--- config.mk ---
export PLATFORM = sky130hd
export DESIGN_NAME = bise_top
export DESIGN_NICKNAME = d
export VERILOG_FILES = /design/src/rtl/bise_pkg.sv /design/src/rtl/bise_edge.sv /design/src/rtl/bise_top.sv
export SDC_FILE = /design/constraint.sdc
export NUM_CORES = 1
export LEC_CHECK = 0
export BUFFER_PORTS_ARGS = -buffer_cell sky130_fd_sc_hd__buf_2
export CORE_MARGIN = 4
export CORE_UTILIZATION = 57
export DETAILED_ROUTE_END_ITERATION = 7
export GPL_TIMING_DRIVEN = 0
export HOLD_SLACK_MARGIN = 0.15
export PLACE_DENSITY_LB_ADDON = 0.2
export RECOVER_POWER = 25
export SYNTH_ARGS = -nofsm -noshare
export SYNTH_HDL_FRONTEND = slang
export SYNTH_SLANG_ARGS = --single-unit
export TNS_END_PERCENT = 100
--- constraint.sdc ---
create_clock -name i_clk_sys -period 3.7 [get_ports i_clk_sys]
set_clock_uncertainty 0.05 [all_clocks]
set_input_delay 0.555 -clock i_clk_sys [delete_from_list [all_inputs] [get_ports i_clk_sys]]
set_output_delay 0.555 -clock i_clk_sys [all_outputs]
set_load 0.01 [all_outputs]
--- src/rtl/bise_pkg.sv ---
// Purpose: shared constants and types for the board interrupt status/enable block
// Assumes: byte-wide register port on the peripheral controller's I/O decode
// Notes: offsets are byte offsets within the controller I/O space
package bise_pkg;
  // ****************************************************
  // register map
  // ****************************************************
  localparam logic [4:0] BISE_OFS_TIMER = 5'h08;
  localparam logic [4:0] BISE_OFS_COMPARE = 5'h0c;
  localparam logic [4:0] BISE_OFS_REQUEST = 5'h18;
  localparam logic [4:0] BISE_OFS_ENABLE = 5'h1c;
  // ****************************************************
  // field positions and reset values
  // ****************************************************
  localparam int BISE_BIT_TIMER = 0;
  localparam int BISE_BIT_FPGA1 = 1;
  localparam int BISE_BIT_FPGA2 = 2;
  localparam int BISE_BIT_RSVD = 3;
  localparam int BISE_BIT_RX = 4;
  localparam int BISE_BIT_TX = 5;
  localparam int BISE_BIT_PB2 = 6;
  localparam int BISE_BIT_PB1 = 7;
  localparam logic [7:0] BISE_RST_REQUEST = 8'h00;
  localparam logic [7:0] BISE_RST_ENABLE = 8'h00;
  localparam logic [7:0] BISE_RST_COMPARE = 8'h00;
  localparam logic [7:0] BISE_RSVD_MASK = 8'h08;

  // raw source levels, all active high
  typedef struct packed {
    logic first_pushbutton;
    logic second_pushbutton;
    logic tx_ready;
    logic rx_ready;
    logic fpga2_irq;
    logic fpga1_irq;
  } bise_src_type;

  // one register port access
  typedef struct packed {
    logic wr;
    logic [4:0] addr;
    logic [7:0] wdata;
  } bise_wr_type;
endpackage

--- src/rtl/bise_edge.sv ---
// Purpose: two-flop synchroniser and rising-edge pulse for one source level
// Assumes: source is asynchronous to i_clk_sys
// Notes: first stage feeds only the second stage
`timescale 1ns/1ps
module bise_edge import bise_pkg::*; (
  input wire logic i_clk_sys,
  input wire logic i_rst_n,
  input wire logic i_level,
  output logic o_rise
);
  logic meta_r;
  logic sync_r;
  logic prev_r;

  always_ff @(posedge i_clk_sys) begin
    if (!i_rst_n) begin
      meta_r <= 1'b0;
      sync_r <= 1'b0;
      prev_r <= 1'b0;
    end else begin
      meta_r <= i_level;
      sync_r <= meta_r;
      prev_r <= sync_r;
    end
  end

  assign o_rise = sync_r & ~prev_r;
endmodule

--- src/rtl/bise_top.sv ---
// Purpose: board interrupt request/enable registers driving the processor IRQ
// Assumes: register port already decoded and synchronous to i_clk_sys
// Notes: sources are edge-captured so a serviced request stays cleared
// What this block does
// - eight-bit request register at offset 0x18
// - bits 7 and 6 are the pushbuttons
// - bit 5 tx ready, bit 4 rx ready
// - bits 2,1,0 fpga2, fpga1, timer; 3 reserved
// - writes set ones and clear zeros
// - enable register at 0x1c reads back writes
// - enable bits align with request bits
// - any enabled request asserts processor interrupt
// - disabled request never asserts the interrupt
// - first fpga rising edge sets bit 1
// - timer equal to compare raises bit 0
// - rx byte available, tx can accept byte
`timescale 1ns/1ps
module bise_top import bise_pkg::*; (
  input wire logic i_clk_sys,
  input wire logic i_rst_n,
  input wire bise_wr_type i_bus,
  input wire logic [4:0] i_rd_addr,
  input wire logic [7:0] i_timer_value,
  input wire bise_src_type i_src,
  output logic [7:0] o_rdata,
  output logic [7:0] o_compare,
  output logic o_irq
);
  // ****************************************************
  // source capture
  // ****************************************************
  logic [5:0] src_rise;
  logic [7:0] set_evt;
  logic [7:0] request_r;
  logic [7:0] enable_r;
  logic [7:0] compare_r;
  logic [7:0] request_nxt;
  logic [7:0] enable_nxt;
  logic wr_cmp;
  logic timer_hit_r;
  logic timer_eq_prev_r;
  logic wr_req;
  logic wr_en;

  genvar g;
  generate
    for (g = 0; g < 6; g++) begin : g_src
      bise_edge u_edge (
        .i_clk_sys(i_clk_sys),
        .i_rst_n(i_rst_n),
        .i_level(i_src[g]),
        .o_rise(src_rise[g])
      );
    end
  endgenerate

  // timer is same-domain logic; one pulse per match, timer left running
  always_ff @(posedge i_clk_sys) begin
    if (!i_rst_n) begin
      timer_eq_prev_r <= 1'b0;
      timer_hit_r <= 1'b0;
    end else begin
      timer_eq_prev_r <= (i_timer_value == compare_r);
      timer_hit_r <= (i_timer_value == compare_r) & ~timer_eq_prev_r;
    end
  end

  always_comb begin
    set_evt = 8'h00;
    set_evt[BISE_BIT_TIMER] = timer_hit_r;
    set_evt[BISE_BIT_FPGA1] = src_rise[0];
    set_evt[BISE_BIT_FPGA2] = src_rise[1];
    set_evt[BISE_BIT_RX] = src_rise[2];
    set_evt[BISE_BIT_TX] = src_rise[3];
    set_evt[BISE_BIT_PB2] = src_rise[4];
    set_evt[BISE_BIT_PB1] = src_rise[5];
  end

  // ****************************************************
  // registers
  // ****************************************************
  assign wr_req = i_bus.wr && (i_bus.addr == BISE_OFS_REQUEST);
  assign wr_en = i_bus.wr && (i_bus.addr == BISE_OFS_ENABLE);
  assign wr_cmp = i_bus.wr && (i_bus.addr == BISE_OFS_COMPARE);

  // hardware set wins over a software clear in the same cycle
  always_comb begin
    request_nxt = request_r;
    if (wr_req) begin
      request_nxt = i_bus.wdata;
    end
    request_nxt = (request_nxt | set_evt) & ~BISE_RSVD_MASK;
  end

  // irq is built from next values so it never lags a register write
  always_comb begin
    enable_nxt = enable_r;
    if (wr_en) begin
      enable_nxt = i_bus.wdata;
    end
  end

  always_ff @(posedge i_clk_sys) begin
    if (!i_rst_n) begin
      request_r <= BISE_RST_REQUEST;
    end else begin
      request_r <= request_nxt;
    end
  end

  always_ff @(posedge i_clk_sys) begin
    if (!i_rst_n) begin
      enable_r <= BISE_RST_ENABLE;
    end else begin
      enable_r <= enable_nxt;
    end
  end

  always_ff @(posedge i_clk_sys) begin
    if (!i_rst_n) begin
      compare_r <= BISE_RST_COMPARE;
    end else if (wr_cmp) begin
      compare_r <= i_bus.wdata;
    end
  end

  // ****************************************************
  // read port
  // ****************************************************
  always_ff @(posedge i_clk_sys) begin
    if (!i_rst_n) begin
      o_rdata <= 8'h00;
    end else begin
      unique case (i_rd_addr)
        BISE_OFS_REQUEST: o_rdata <= request_r;
        BISE_OFS_ENABLE: o_rdata <= enable_r;
        BISE_OFS_COMPARE: o_rdata <= compare_r;
        default: o_rdata <= 8'h00;
      endcase
    end
  end

  // ****************************************************
  // interrupt output
  // ****************************************************
  // registered so the IRQ pin never glitches
  always_ff @(posedge i_clk_sys) begin
    if (!i_rst_n) begin
      o_irq <= 1'b0;
    end else begin
      o_irq <= |(request_nxt & enable_nxt);
    end
  end

  assign o_compare = compare_r;

  // ****************************************************
  // checks
  // ****************************************************
  irq_follows_a: assert property (@(posedge i_clk_sys) disable iff (!i_rst_n)
    |(request_r & enable_r) |-> o_irq)
    else $error("irq not raised for enabled request");
  irq_masked_a: assert property (@(posedge i_clk_sys) disable iff (!i_rst_n)
    o_irq |-> |(request_r & enable_r))
    else $error("irq raised without enabled request");
  req_write_a: assert property (@(posedge i_clk_sys) disable iff (!i_rst_n)
    wr_req && set_evt == 8'h00 |=> request_r == ($past(i_bus.wdata) & ~BISE_RSVD_MASK))
    else $error("request write not stored");
  en_readback_a: assert property (@(posedge i_clk_sys) disable iff (!i_rst_n)
    wr_en ##1 (i_rd_addr == BISE_OFS_ENABLE && !wr_en) |=> o_rdata == $past(i_bus.wdata, 2))
    else $error("enable readback mismatch");
  set_wins_a: assert property (@(posedge i_clk_sys) disable iff (!i_rst_n)
    src_rise[0] |=> request_r[BISE_BIT_FPGA1])
    else $error("fpga request lost");
  timer_set_a: assert property (@(posedge i_clk_sys) disable iff (!i_rst_n)
    timer_hit_r |=> request_r[BISE_BIT_TIMER])
    else $error("timer request lost");
  rsvd_zero_a: assert property (@(posedge i_clk_sys) disable iff (!i_rst_n)
    request_r[BISE_BIT_RSVD] == 1'b0)
    else $error("reserved bit set");
  reset_clear_a: assert property (@(posedge i_clk_sys)
    !i_rst_n |=> request_r == 8'h00 && enable_r == 8'h00 && !o_irq)
    else $error("reset did not clear");
  pb_set_a: assert property (@(posedge i_clk_sys) disable iff (!i_rst_n)
    $rose(i_src.first_pushbutton) |-> ##3 request_r[BISE_BIT_PB1])
    else $error("pushbutton request lost");
  // bits hold between writes and events
  req_hold_a: assert property (@(posedge i_clk_sys) disable iff (!i_rst_n)
    !wr_req && set_evt == 8'h00 |=> $stable(request_r))
    else $error("request changed without cause");
  en_hold_a: assert property (@(posedge i_clk_sys) disable iff (!i_rst_n)
    !wr_en |=> $stable(enable_r))
    else $error("enable changed without write");
  rd_request_a: assert property (@(posedge i_clk_sys) disable iff (!i_rst_n)
    i_rd_addr == BISE_OFS_REQUEST |=> o_rdata == $past(request_r))
    else $error("request readback mismatch");
  cmp_write_a: assert property (@(posedge i_clk_sys) disable iff (!i_rst_n)
    wr_cmp |=> compare_r == $past(i_bus.wdata))
    else $error("compare write not stored");
  fpga2_set_a: assert property (@(posedge i_clk_sys) disable iff (!i_rst_n)
    src_rise[1] |=> request_r[BISE_BIT_FPGA2])
    else $error("second fpga request lost");
  rx_set_a: assert property (@(posedge i_clk_sys) disable iff (!i_rst_n)
    src_rise[2] |=> request_r[BISE_BIT_RX])
    else $error("receiver request lost");
  tx_set_a: assert property (@(posedge i_clk_sys) disable iff (!i_rst_n)
    src_rise[3] |=> request_r[BISE_BIT_TX])
    else $error("transmitter request lost");
  pb2_set_a: assert property (@(posedge i_clk_sys) disable iff (!i_rst_n)
    src_rise[4] |=> request_r[BISE_BIT_PB2])
    else $error("second pushbutton request lost");
  timer_once_a: assert property (@(posedge i_clk_sys) disable iff (!i_rst_n)
    timer_hit_r |=> !timer_hit_r)
    else $error("timer hit longer than one cycle");
  irq_low_a: assert property (@(posedge i_clk_sys) disable iff (!i_rst_n)
    enable_r == 8'h00 |-> !o_irq)
    else $error("irq raised with all sources disabled");

  irq_seen_c: cover property (@(posedge i_clk_sys) disable iff (!i_rst_n) $rose(o_irq));
  ack_c: cover property (@(posedge i_clk_sys) disable iff (!i_rst_n) $fell(o_irq));
  timer_c: cover property (@(posedge i_clk_sys) disable iff (!i_rst_n) timer_hit_r);
  masked_c: cover property (@(posedge i_clk_sys) disable iff (!i_rst_n)
    (request_r != 8'h00) && !o_irq);
endmodule

---- Word-level counts from Yosys, hierarchy flattened ----
Index checks and enable logic that the tools add are counted.
operators by class
  equality and inequality tests ........... 7
  multiplexer cells ....................... 3
  bitwise logic cells ..................... 16
  reductions and logical operators ........ 4
operators by type and width
  cell                                                              count
  8-bit case mux with 3 select lines                                1
  5-bit == test (second input constant)                             4
  8-bit two-way mux                                                 2
  5-bit by 4-bit == test with 1-bit output (second input constant)  2
  8-bit AND                                                         1
  8-bit == test                                                     1
  8-bit OR                                                          1
  8-bit OR reduction                                                1
  1-bit AND                                                         7
  1-bit NOT                                                         7
  1-bit logical AND                                                 3
storage, ports and cells
  register bits ........................... 53
  output and inout port bits .............. 17
  word-level logic and storage cells ...... 56

---- Longest topological paths before layout ----
Gate-level depths: netlist of the first run.
  depth in word-level cells ............... 6
  mapped depth ............................ 6
  mapped depth without buffers ............ 5

---- By module ----
Synthesis of the first run repeated with hierarchy kept, for this count alone.
unflattened totals
  cells, all modules ...................... 199
  area total of the unflattened synthesis .. 2,047.0 um^2
by module, submodules not included
  module     times used  cells each  area an instance (um^2)  seq. area each (um^2)
  bise_top   1           157         1,491.4                  680.7
  bise_edge  6           7           92.6                     60.1

---- Worst setup path after synthesis of the first run ----
OpenSTA, ideal clock, no wires.
  path kind ............................... in2reg
  from .................................... in i_bus[8] (netlist bit)
  to ...................................... reg o_irq
  setup time .............................. 0.138 ns
  arrival time ............................ 1.608 ns
  setup slack ............................. 1.904 ns
  stages on the path ...................... 5
  path buffers ............................ 0
  cell sequence ........................... and4bb_2 -> nand2_1 -> o32a_1 -> a221oi_2 -> a41oi_1
between the ends
  cells in the longest elaborated chain, start to end .. 6
  elaborated cells between the ends (all ways) .. 9
RTL lines
  element                 line             source
  start: declaration      bise_top.sv:21   input wire bise_wr_type i_bus,
  5-bit == test           bise_top.sv:82   assign wr_req = i_bus.wr && (i_bus.addr == BISE_OFS_REQUEST);
  1-bit logical AND       bise_top.sv:82
  8-bit two-way mux       bise_top.sv:89   if (wr_req) begin
  8-bit OR                bise_top.sv:92   request_nxt = (request_nxt | set_evt) & ~BISE_RSVD_MASK;
  8-bit AND *             bise_top.sv:151  o_irq <= |(request_nxt & enable_nxt);
  8-bit OR reduction *    bise_top.sv:151
  end signal: assignment  bise_top.sv:151
  end: declaration        bise_top.sv:27   output logic o_irq
Mark *: on every way between the ends. The rest lies on a longest branch, timed or not.
A chain may end at the register's enable or synchronous reset.

---- Worst setup path after layout of the first run ----
  from .................................... in i_bus[13] (netlist bit)
  to ...................................... reg o_irq
between the ends
  cells in the longest elaborated chain, start to end .. 5
  elaborated cells between the ends (all ways) .. 7
RTL lines
  element               line
  1-bit logical AND     bise_top.sv:82
  8-bit two-way mux     bise_top.sv:89
  8-bit OR              bise_top.sv:92
  8-bit AND *           bise_top.sv:151
  8-bit OR reduction *  bise_top.sv:151
Marks and branches as above.

==> run_results.csv, run 1 <==
group,metric,value,unit
setup_path,worstSetupPathType,"in -> reg",
cts,cts-resized-gates,0,
timing,rsz0062_at_grt,"no",
setup_path,crit_path_end,"o_irq$_SDFF_PN0_",
synth,synth_seq_area_share,0.4743,
synth,synth_cells,239,
detailed_routing,dr_total_vias,1855,
die,core,0.003689,sq mm
final_layout,register_area,0.001041,sq mm
final_layout,diodes,0,
setup_path,slowest_delay,260,ps
cts,cts.clk_slew.worst_paths,90,ps
final_layout,design_area,0.002594,sq mm
placed_design,hpwl,3808,microns
cts,cts_tree,"done",
die,dieArea,0.004907,sq mm
global_route,grt_usage,0.2125,
synth,yosys_register_bits,52,
setup_path,path_max_fanout,8,
cts,h-tree-depth,2,
die,fp.dieH,70.05,microns
global_route,grt_pass1_vias,1836,
final_layout,nets,331,
timing,finalSetupViolCount,0,
timing,fin_crit_sh,0.4704,
power_and_ir_drop,p_per_area,382.0,mW/mm^2
detailed_routing,drt_wl_total,4905,microns
setup_path,crit_path_start,"i_bus[13]",
run_status,status,"complete, no violations",
timing,period_minus_slack,1740,ps
detailed_routing,vias_per_cell,5.377,
setup_path,start_kind,"primary input",
synth,syn_avg_cell_area,9.182,sq um
final_layout,layout.cells.non_filler,345,
synth,syn_area,0.002195,sq mm
power_and_ir_drop,power.leakage,1.136,nW
timing,tns,0,ps
power_and_ir_drop,vdd_ir_drop_max,0.0002745,V
placed_design,gp_congestion,0.8691,
power_and_ir_drop,power,0.9909,mW
synth,synth_warnings,0,
setup_path,path_cells,"buf_2 > and4bb_2 > and3_1 > clkbuf_2 > nor3_1 > a2bb2oi_1 > a41oi_1",
setup_path,crit_path_end_kind,"flop",
setup_path,r2r-end,"o_irq$_SDFF_PN0_",
global_route,grt_max_degree,15,
cts,hold_buffers,0,
die,ios,52,
final_layout,syn_to_final_growth,18.19,%
cts,clockRootBuffer,"clkbuf_8",
die,rows,22,
final_layout,post-route-util,0.7032,
die,die_w,70.05,microns
setup_path,cpMaxStageDelayCell,"and4bb_2",
detailed_routing,wl_per_cell,14.22,microns
timing,slew_viol_final,0,
job,drv_cap,0,
setup_path,regToRegStartpoint,"g_src[2].u_edge.sync_r$_SDFF_PN0_",
placed_design,numPortBuffers,50,
timing,worst_pin_slew,491.6,ps
placed_design,placed_cell_area,0.002505,sq mm
timing,setup_ws,1960,ps
placed_design,dp.cells,337,
cts,clock_latency,300,ps
setup_path,worstPathRequired,3800,ps
global_route,globalRoute.totalOverflow,0,
synth,synth_nets,274,
detailed_routing,dr.pass1.iters,4,
synth,ys_types,41,
timing,hold_viol_final,0,
final_layout,multi_input_area,0.001072,sq mm
timing,holdWs,349.5,ps
global_route,grt_first_pass_wirelength,8452,microns
cts,post-cts-setup-buffer-count,0,
setup_path,worstRegToRegCells,5,
cts,cts_buffer_depth,2,
placed_design,pre_cts_slack,1657,ps
cts,clock_sinks,52,
timing,slew-limit-headroom,0.6723,
detailed_routing,ant_nets,0,
detailed_routing,drt_iter0_markers,112,
timing,fmax,0.5746,GHz
final_layout,drive_above_1_share,0.2525,
setup_path,reg2reg_slack,2260,ps
global_route,antenna_found_initial,0,
final_layout,nFillCells,323,
min_path,hold_class,"reg -> reg",
cts,cts_made_buffers,5,
detailed_routing,remaining_drc_errors,0,
die,floorplan.initialDensity,0.5950,
setup_path,arrival,1840,ps
-- worst max-delay path, delay by kind of cell --
family	cells	cell delay (ps)
simple gates	3	640
buf+inv	2	270
compound gates	2	370
-- placed cells by master, fill, tap and decap left out, drive strengths merged, types with 2 or more instances in the layout --
cell,instances
a31oi,4
clkbuf,17
mux2,7
nand3b,2
o21ai,6
mux2i,17
nor2b,3
inv,4
and2,19
nor3,4
xnor2,8
nand3,2
buf,53
o32a,2
a21oi,12
and3,3
o21a,3
nor2,45
dfxtp,52
nand2b,4
nand2,16
-- metal layers --
layer	up-vias	share of wire	track usage
met5	-	0	0
met4	0	0.014	0.06383
met3	8	0.045	0.04604
met2	43	0.51	0.3599
met1	886	0.43	0.2696
li1	918	-	-
-- report_power, final --
group          switching (mW)  internal, mW
sequential            0.00717         0.573
combinational          0.0470        0.0392
clock                   0.172         0.153
-- layout make-up --
type,count,share of cell area
well taps,48,0.02315
plain buffers,12,0.02557
repair buffers,50,0.09600
inverters,4,0.005789
multi-input cells,171,0.4134
flip-flops and latches,52,0.4014
clock buffers,8,0.03473
-- kinds of logic after synthesis --
| family | Yosys count | synth area share |
|---|---|---|
| DFF | 52 | 0.4743 |
| muxes | 24 | 0.1135 |
| and+or+nand+nor | 104 | 0.2343 |
| buffers and inverters | 16 | 0.03705 |
| xor gates and xnor gates | 8 | 0.03193 |
| AOI/OAI and AO/OA | 35 | 0.1089 |
-- sequential cells by signal, summed over array words and instances (netlist names) --
name and count:
g_src.u_edge.sync_r 6, timer_hit_r 1, g_src.u_edge.prev_r 6, enable_r 8
timer_eq_prev_r 1, o_rdata 8, g_src.u_edge.meta_r 6, o_irq 1
o_compare 8, request_r 7
-- cell usage after synthesis (all sizes together) --
library cell | instances | area share
a211oi | 1 | 0.0034
a21oi | 12 | 0.027
a221oi | 1 | 0.0068
a2bb2oi | 1 | 0.0040
a31oi | 4 | 0.011
a32oi | 1 | 0.0040
a41oi | 1 | 0.0040
and2 | 19 | 0.054
and3 | 3 | 0.011
and4bb | 1 | 0.0057
buf | 4 | 0.016
clkbuf | 8 | 0.014
dfxtp | 52 | 0.47
inv | 4 | 0.0068
mux2 | 7 | 0.036
mux2i | 17 | 0.078
nand2 | 16 | 0.027
nand2b | 4 | 0.011
nand3 | 2 | 0.0068
nand3b | 2 | 0.0068
nand4 | 1 | 0.0029
nor2 | 45 | 0.077
nor2b | 3 | 0.0086
nor3 | 4 | 0.0091
nor3b | 1 | 0.0034
nor4 | 1 | 0.0029
o21a | 3 | 0.010
o21ai | 6 | 0.014
o21ba | 1 | 0.0046
o2bb2ai | 1 | 0.0068
o31ai | 1 | 0.0034
o32a | 2 | 0.0091
or2 | 1 | 0.0029
or4b | 1 | 0.0046
xnor2 | 8 | 0.032
-- how the worst min path moves through the flow --
stage / to / start / depth (start not counted)
3_5_place_dp: timer_hit_r$_SDFF_PN0_ / timer_eq_prev_r$_SDFF_PN0_ / 1
6_report: timer_hit_r$_SDFF_PN0_ / timer_eq_prev_r$_SDFF_PN0_ / 1
2_1_floorplan: timer_hit_r$_SDFF_PN0_ / timer_eq_prev_r$_SDFF_PN0_ / 1
3_3_place_gp: timer_hit_r$_SDFF_PN0_ / timer_eq_prev_r$_SDFF_PN0_ / 1
4_1_cts: timer_hit_r$_SDFF_PN0_ / timer_eq_prev_r$_SDFF_PN0_ / 1
5_1_grt: timer_hit_r$_SDFF_PN0_ / timer_eq_prev_r$_SDFF_PN0_ / 1
Power figures use the tool's default switching activity.
==> run 2, diff against run 1 <==
CORE_UTILIZATION = 47   (was 57)
clock period = 1.6 ns   (was 3.7 ns; I/O delays follow)
==> run_results.csv, run 2 (synthesis gave the netlist of run 1 again) <==
group,metric,value,unit
run_status,status,"complete, no violations",
setup_path,start_kind,"flop",
setup_path,reg2reg_slack,160,ps
power_and_ir_drop,vdd_ir_drop_max,0.0006410,V
placed_design,placed_cell_area,0.002510,sq mm
die,dieArea,0.005826,sq mm
cts,h-tree-depth,2,
power_and_ir_drop,p_per_area,864.6,mW/mm^2
final_layout,nets,338,
die,die_w,76.33,microns
setup_path,arrival,1590,ps
power_and_ir_drop,swShare,0.2304,
cts,cts_buffer_depth,2,
power_and_ir_drop,p_comb_frac,0.090,
die,core,0.004444,sq mm
timing,period_minus_slack,1439,ps
cts,clock_sinks,52,
timing,slew-limit-headroom,0.6544,
setup_path,regToRegStartpoint,"g_src[2].u_edge.sync_r$_SDFF_PN0_",
setup_path,r2r-end,"o_irq$_SDFF_PN0_",
detailed_routing,dr.pass1.iters,4,
cts,post-cts-setup-buffer-count,0,
timing,rsz0062_at_grt,"no",
timing,finalSetupViolCount,0,
timing,worst_pin_slew,518.5,ps
setup_path,crit_path_start,"g_src[2].u_edge.sync_r$_SDFF_PN0_",
setup_path,worstSetupPathType,"reg -> reg",
final_layout,diodes,0,
global_route,grt_first_pass_wirelength,7879,microns
timing,tns,0,ps
detailed_routing,wl_per_cell,13.31,microns
global_route,antenna_found_initial,0,
detailed_routing,ant_nets,0,
die,ios,52,
placed_design,numPortBuffers,50,
min_path,hold_class,"in -> reg",
power_and_ir_drop,power_switching,0.5325,mW
cts,clock_latency,300,ps
final_layout,mostFrequentLayoutCells,"buf_2, dfxtp_1, nor2_1",
detailed_routing,vias_per_cell,5.065,
global_route,grt_usage,0.1652,
min_path,hp-start,"i_bus[6]",
detailed_routing,drt_iter0_markers,81,
setup_path,crit_path_end_kind,"flop",
final_layout,syn_to_final_growth,21.78,%
final_layout,drive_above_1_share,0.2500,
cts,cts.clk_slew.worst_paths,100,ps
final_layout,post-route-util,0.6014,
detailed_routing,dr_total_vias,1803,
placed_design,gp_congestion,0.8656,
final_layout,design_area,0.002673,sq mm
power_and_ir_drop,clockPowerShare,0.330,
timing,slew_viol_final,0,
detailed_routing,remaining_drc_errors,0,
placed_design,hpwl,3622,microns
job,drv_cap,0,
global_route,grt_max_degree,16,
cts,cts_tree,"done",
setup_path,worstPathRequired,1750,ps
die,fp.dieH,76.33,microns
die,rows,24,
timing,fin_crit_sh,0.8993,
min_path,min_path_cells,3,
placed_design,dp.cells,341,
min_path,holdPathEnd,"o_compare[6]$_SDFFE_PN0P_",
setup_path,path_max_fanout,4,
final_layout,layout.cells.non_filler,356,
power_and_ir_drop,power.leakage,1.163,nW
cts,clockRootBuffer,"clkbuf_8",
power_and_ir_drop,pwr-share-seq,0.580,
timing,hold_viol_final,0,
global_route,grt_pass1_vias,1737,
global_route,globalRoute.totalOverflow,0,
die,floorplan.initialDensity,0.4938,
timing,holdWs,168.7,ps
power_and_ir_drop,internal_power,1.778,mW
detailed_routing,drt_wl_total,4740,microns
setup_path,worstRegToRegCells,5,
timing,fmax,0.6950,GHz
cts,cts_made_buffers,5,
-- run 2: cell count changes in the layout (fill, tap and decap cells not counted), sizes merged --
cell and change:
clkbuf -1, clkinvlp +1, dlygate4sd3 +7
-- run 2: stage by stage --
step	total power, mW	setup slack, ps
3_3_place_gp	1.563	-106.6
5_1_grt	2.403	46.34
2_1_floorplan	1.482	119.3
3_5_place_dp	1.566	-125.1
6_report	2.311	161.1
4_1_cts	2.324	138.7
-- run 2: final cells by class --
type / count / area [sq um]
Fill cell: 418 / 1772
Multi-Input combinational cell: 171 / 1072
Sequential cell: 52 / 1041
Timing Repair Buffer: 57 / 319.1
Clock buffer: 7 / 86.33
Buffer: 12 / 66.31
Tap cell: 52 / 65.06
Inverter: 4 / 15.01
Clock inverter: 1 / 7.507
-- run 2: critical path: stages (launching register included) --
cell and delay, ps:
dfxtp_1 320, nor2b_1 280, nor2_1 70, a211oi_1 280, o31ai_1 130, a41oi_1 210
-- run 2: repair_timing --
item,CTS,global route
hold buffers,7,0
resized for setup,0,0
endpoints found under the setup margin,0,0
endpoints found under the hold margin,7,0
-- run 2: power by group through the flow --
stage,clock network (mW),logic [mW],registers [mW]
finish,0.762,0.209,1.34
global placement,0,0.193,1.37
detailed placement,0,0.196,1.37
CTS,0.774,0.210,1.34
floorplan,0,0.115,1.37
global route,0.827,0.232,1.34
-- run 2: worst max path at each step --
stage                            end  slack, ps  cells past startpoint
floorplan           o_irq$_SDFF_PN0_        120                      5
global placement    o_irq$_SDFF_PN0_       -110                      6
detailed placement  o_irq$_SDFF_PN0_       -130                      6
CTS                 o_irq$_SDFF_PN0_        140                      5
global route        o_irq$_SDFF_PN0_         50                      5
finish              o_irq$_SDFF_PN0_        160                      5
-- run 2: metal layers --
| layer | track usage | up-vias | share of wire |
|---|---|---|---|
| li1 | - | 938 | - |
| met1 | 0.2067 | 829 | 0.47 |
| met2 | 0.2830 | 30 | 0.48 |
| met3 | 0.04137 | 6 | 0.041 |
| met4 | 0.04348 | 0 | 0.0089 |
| met5 | 0 | - | 0 |
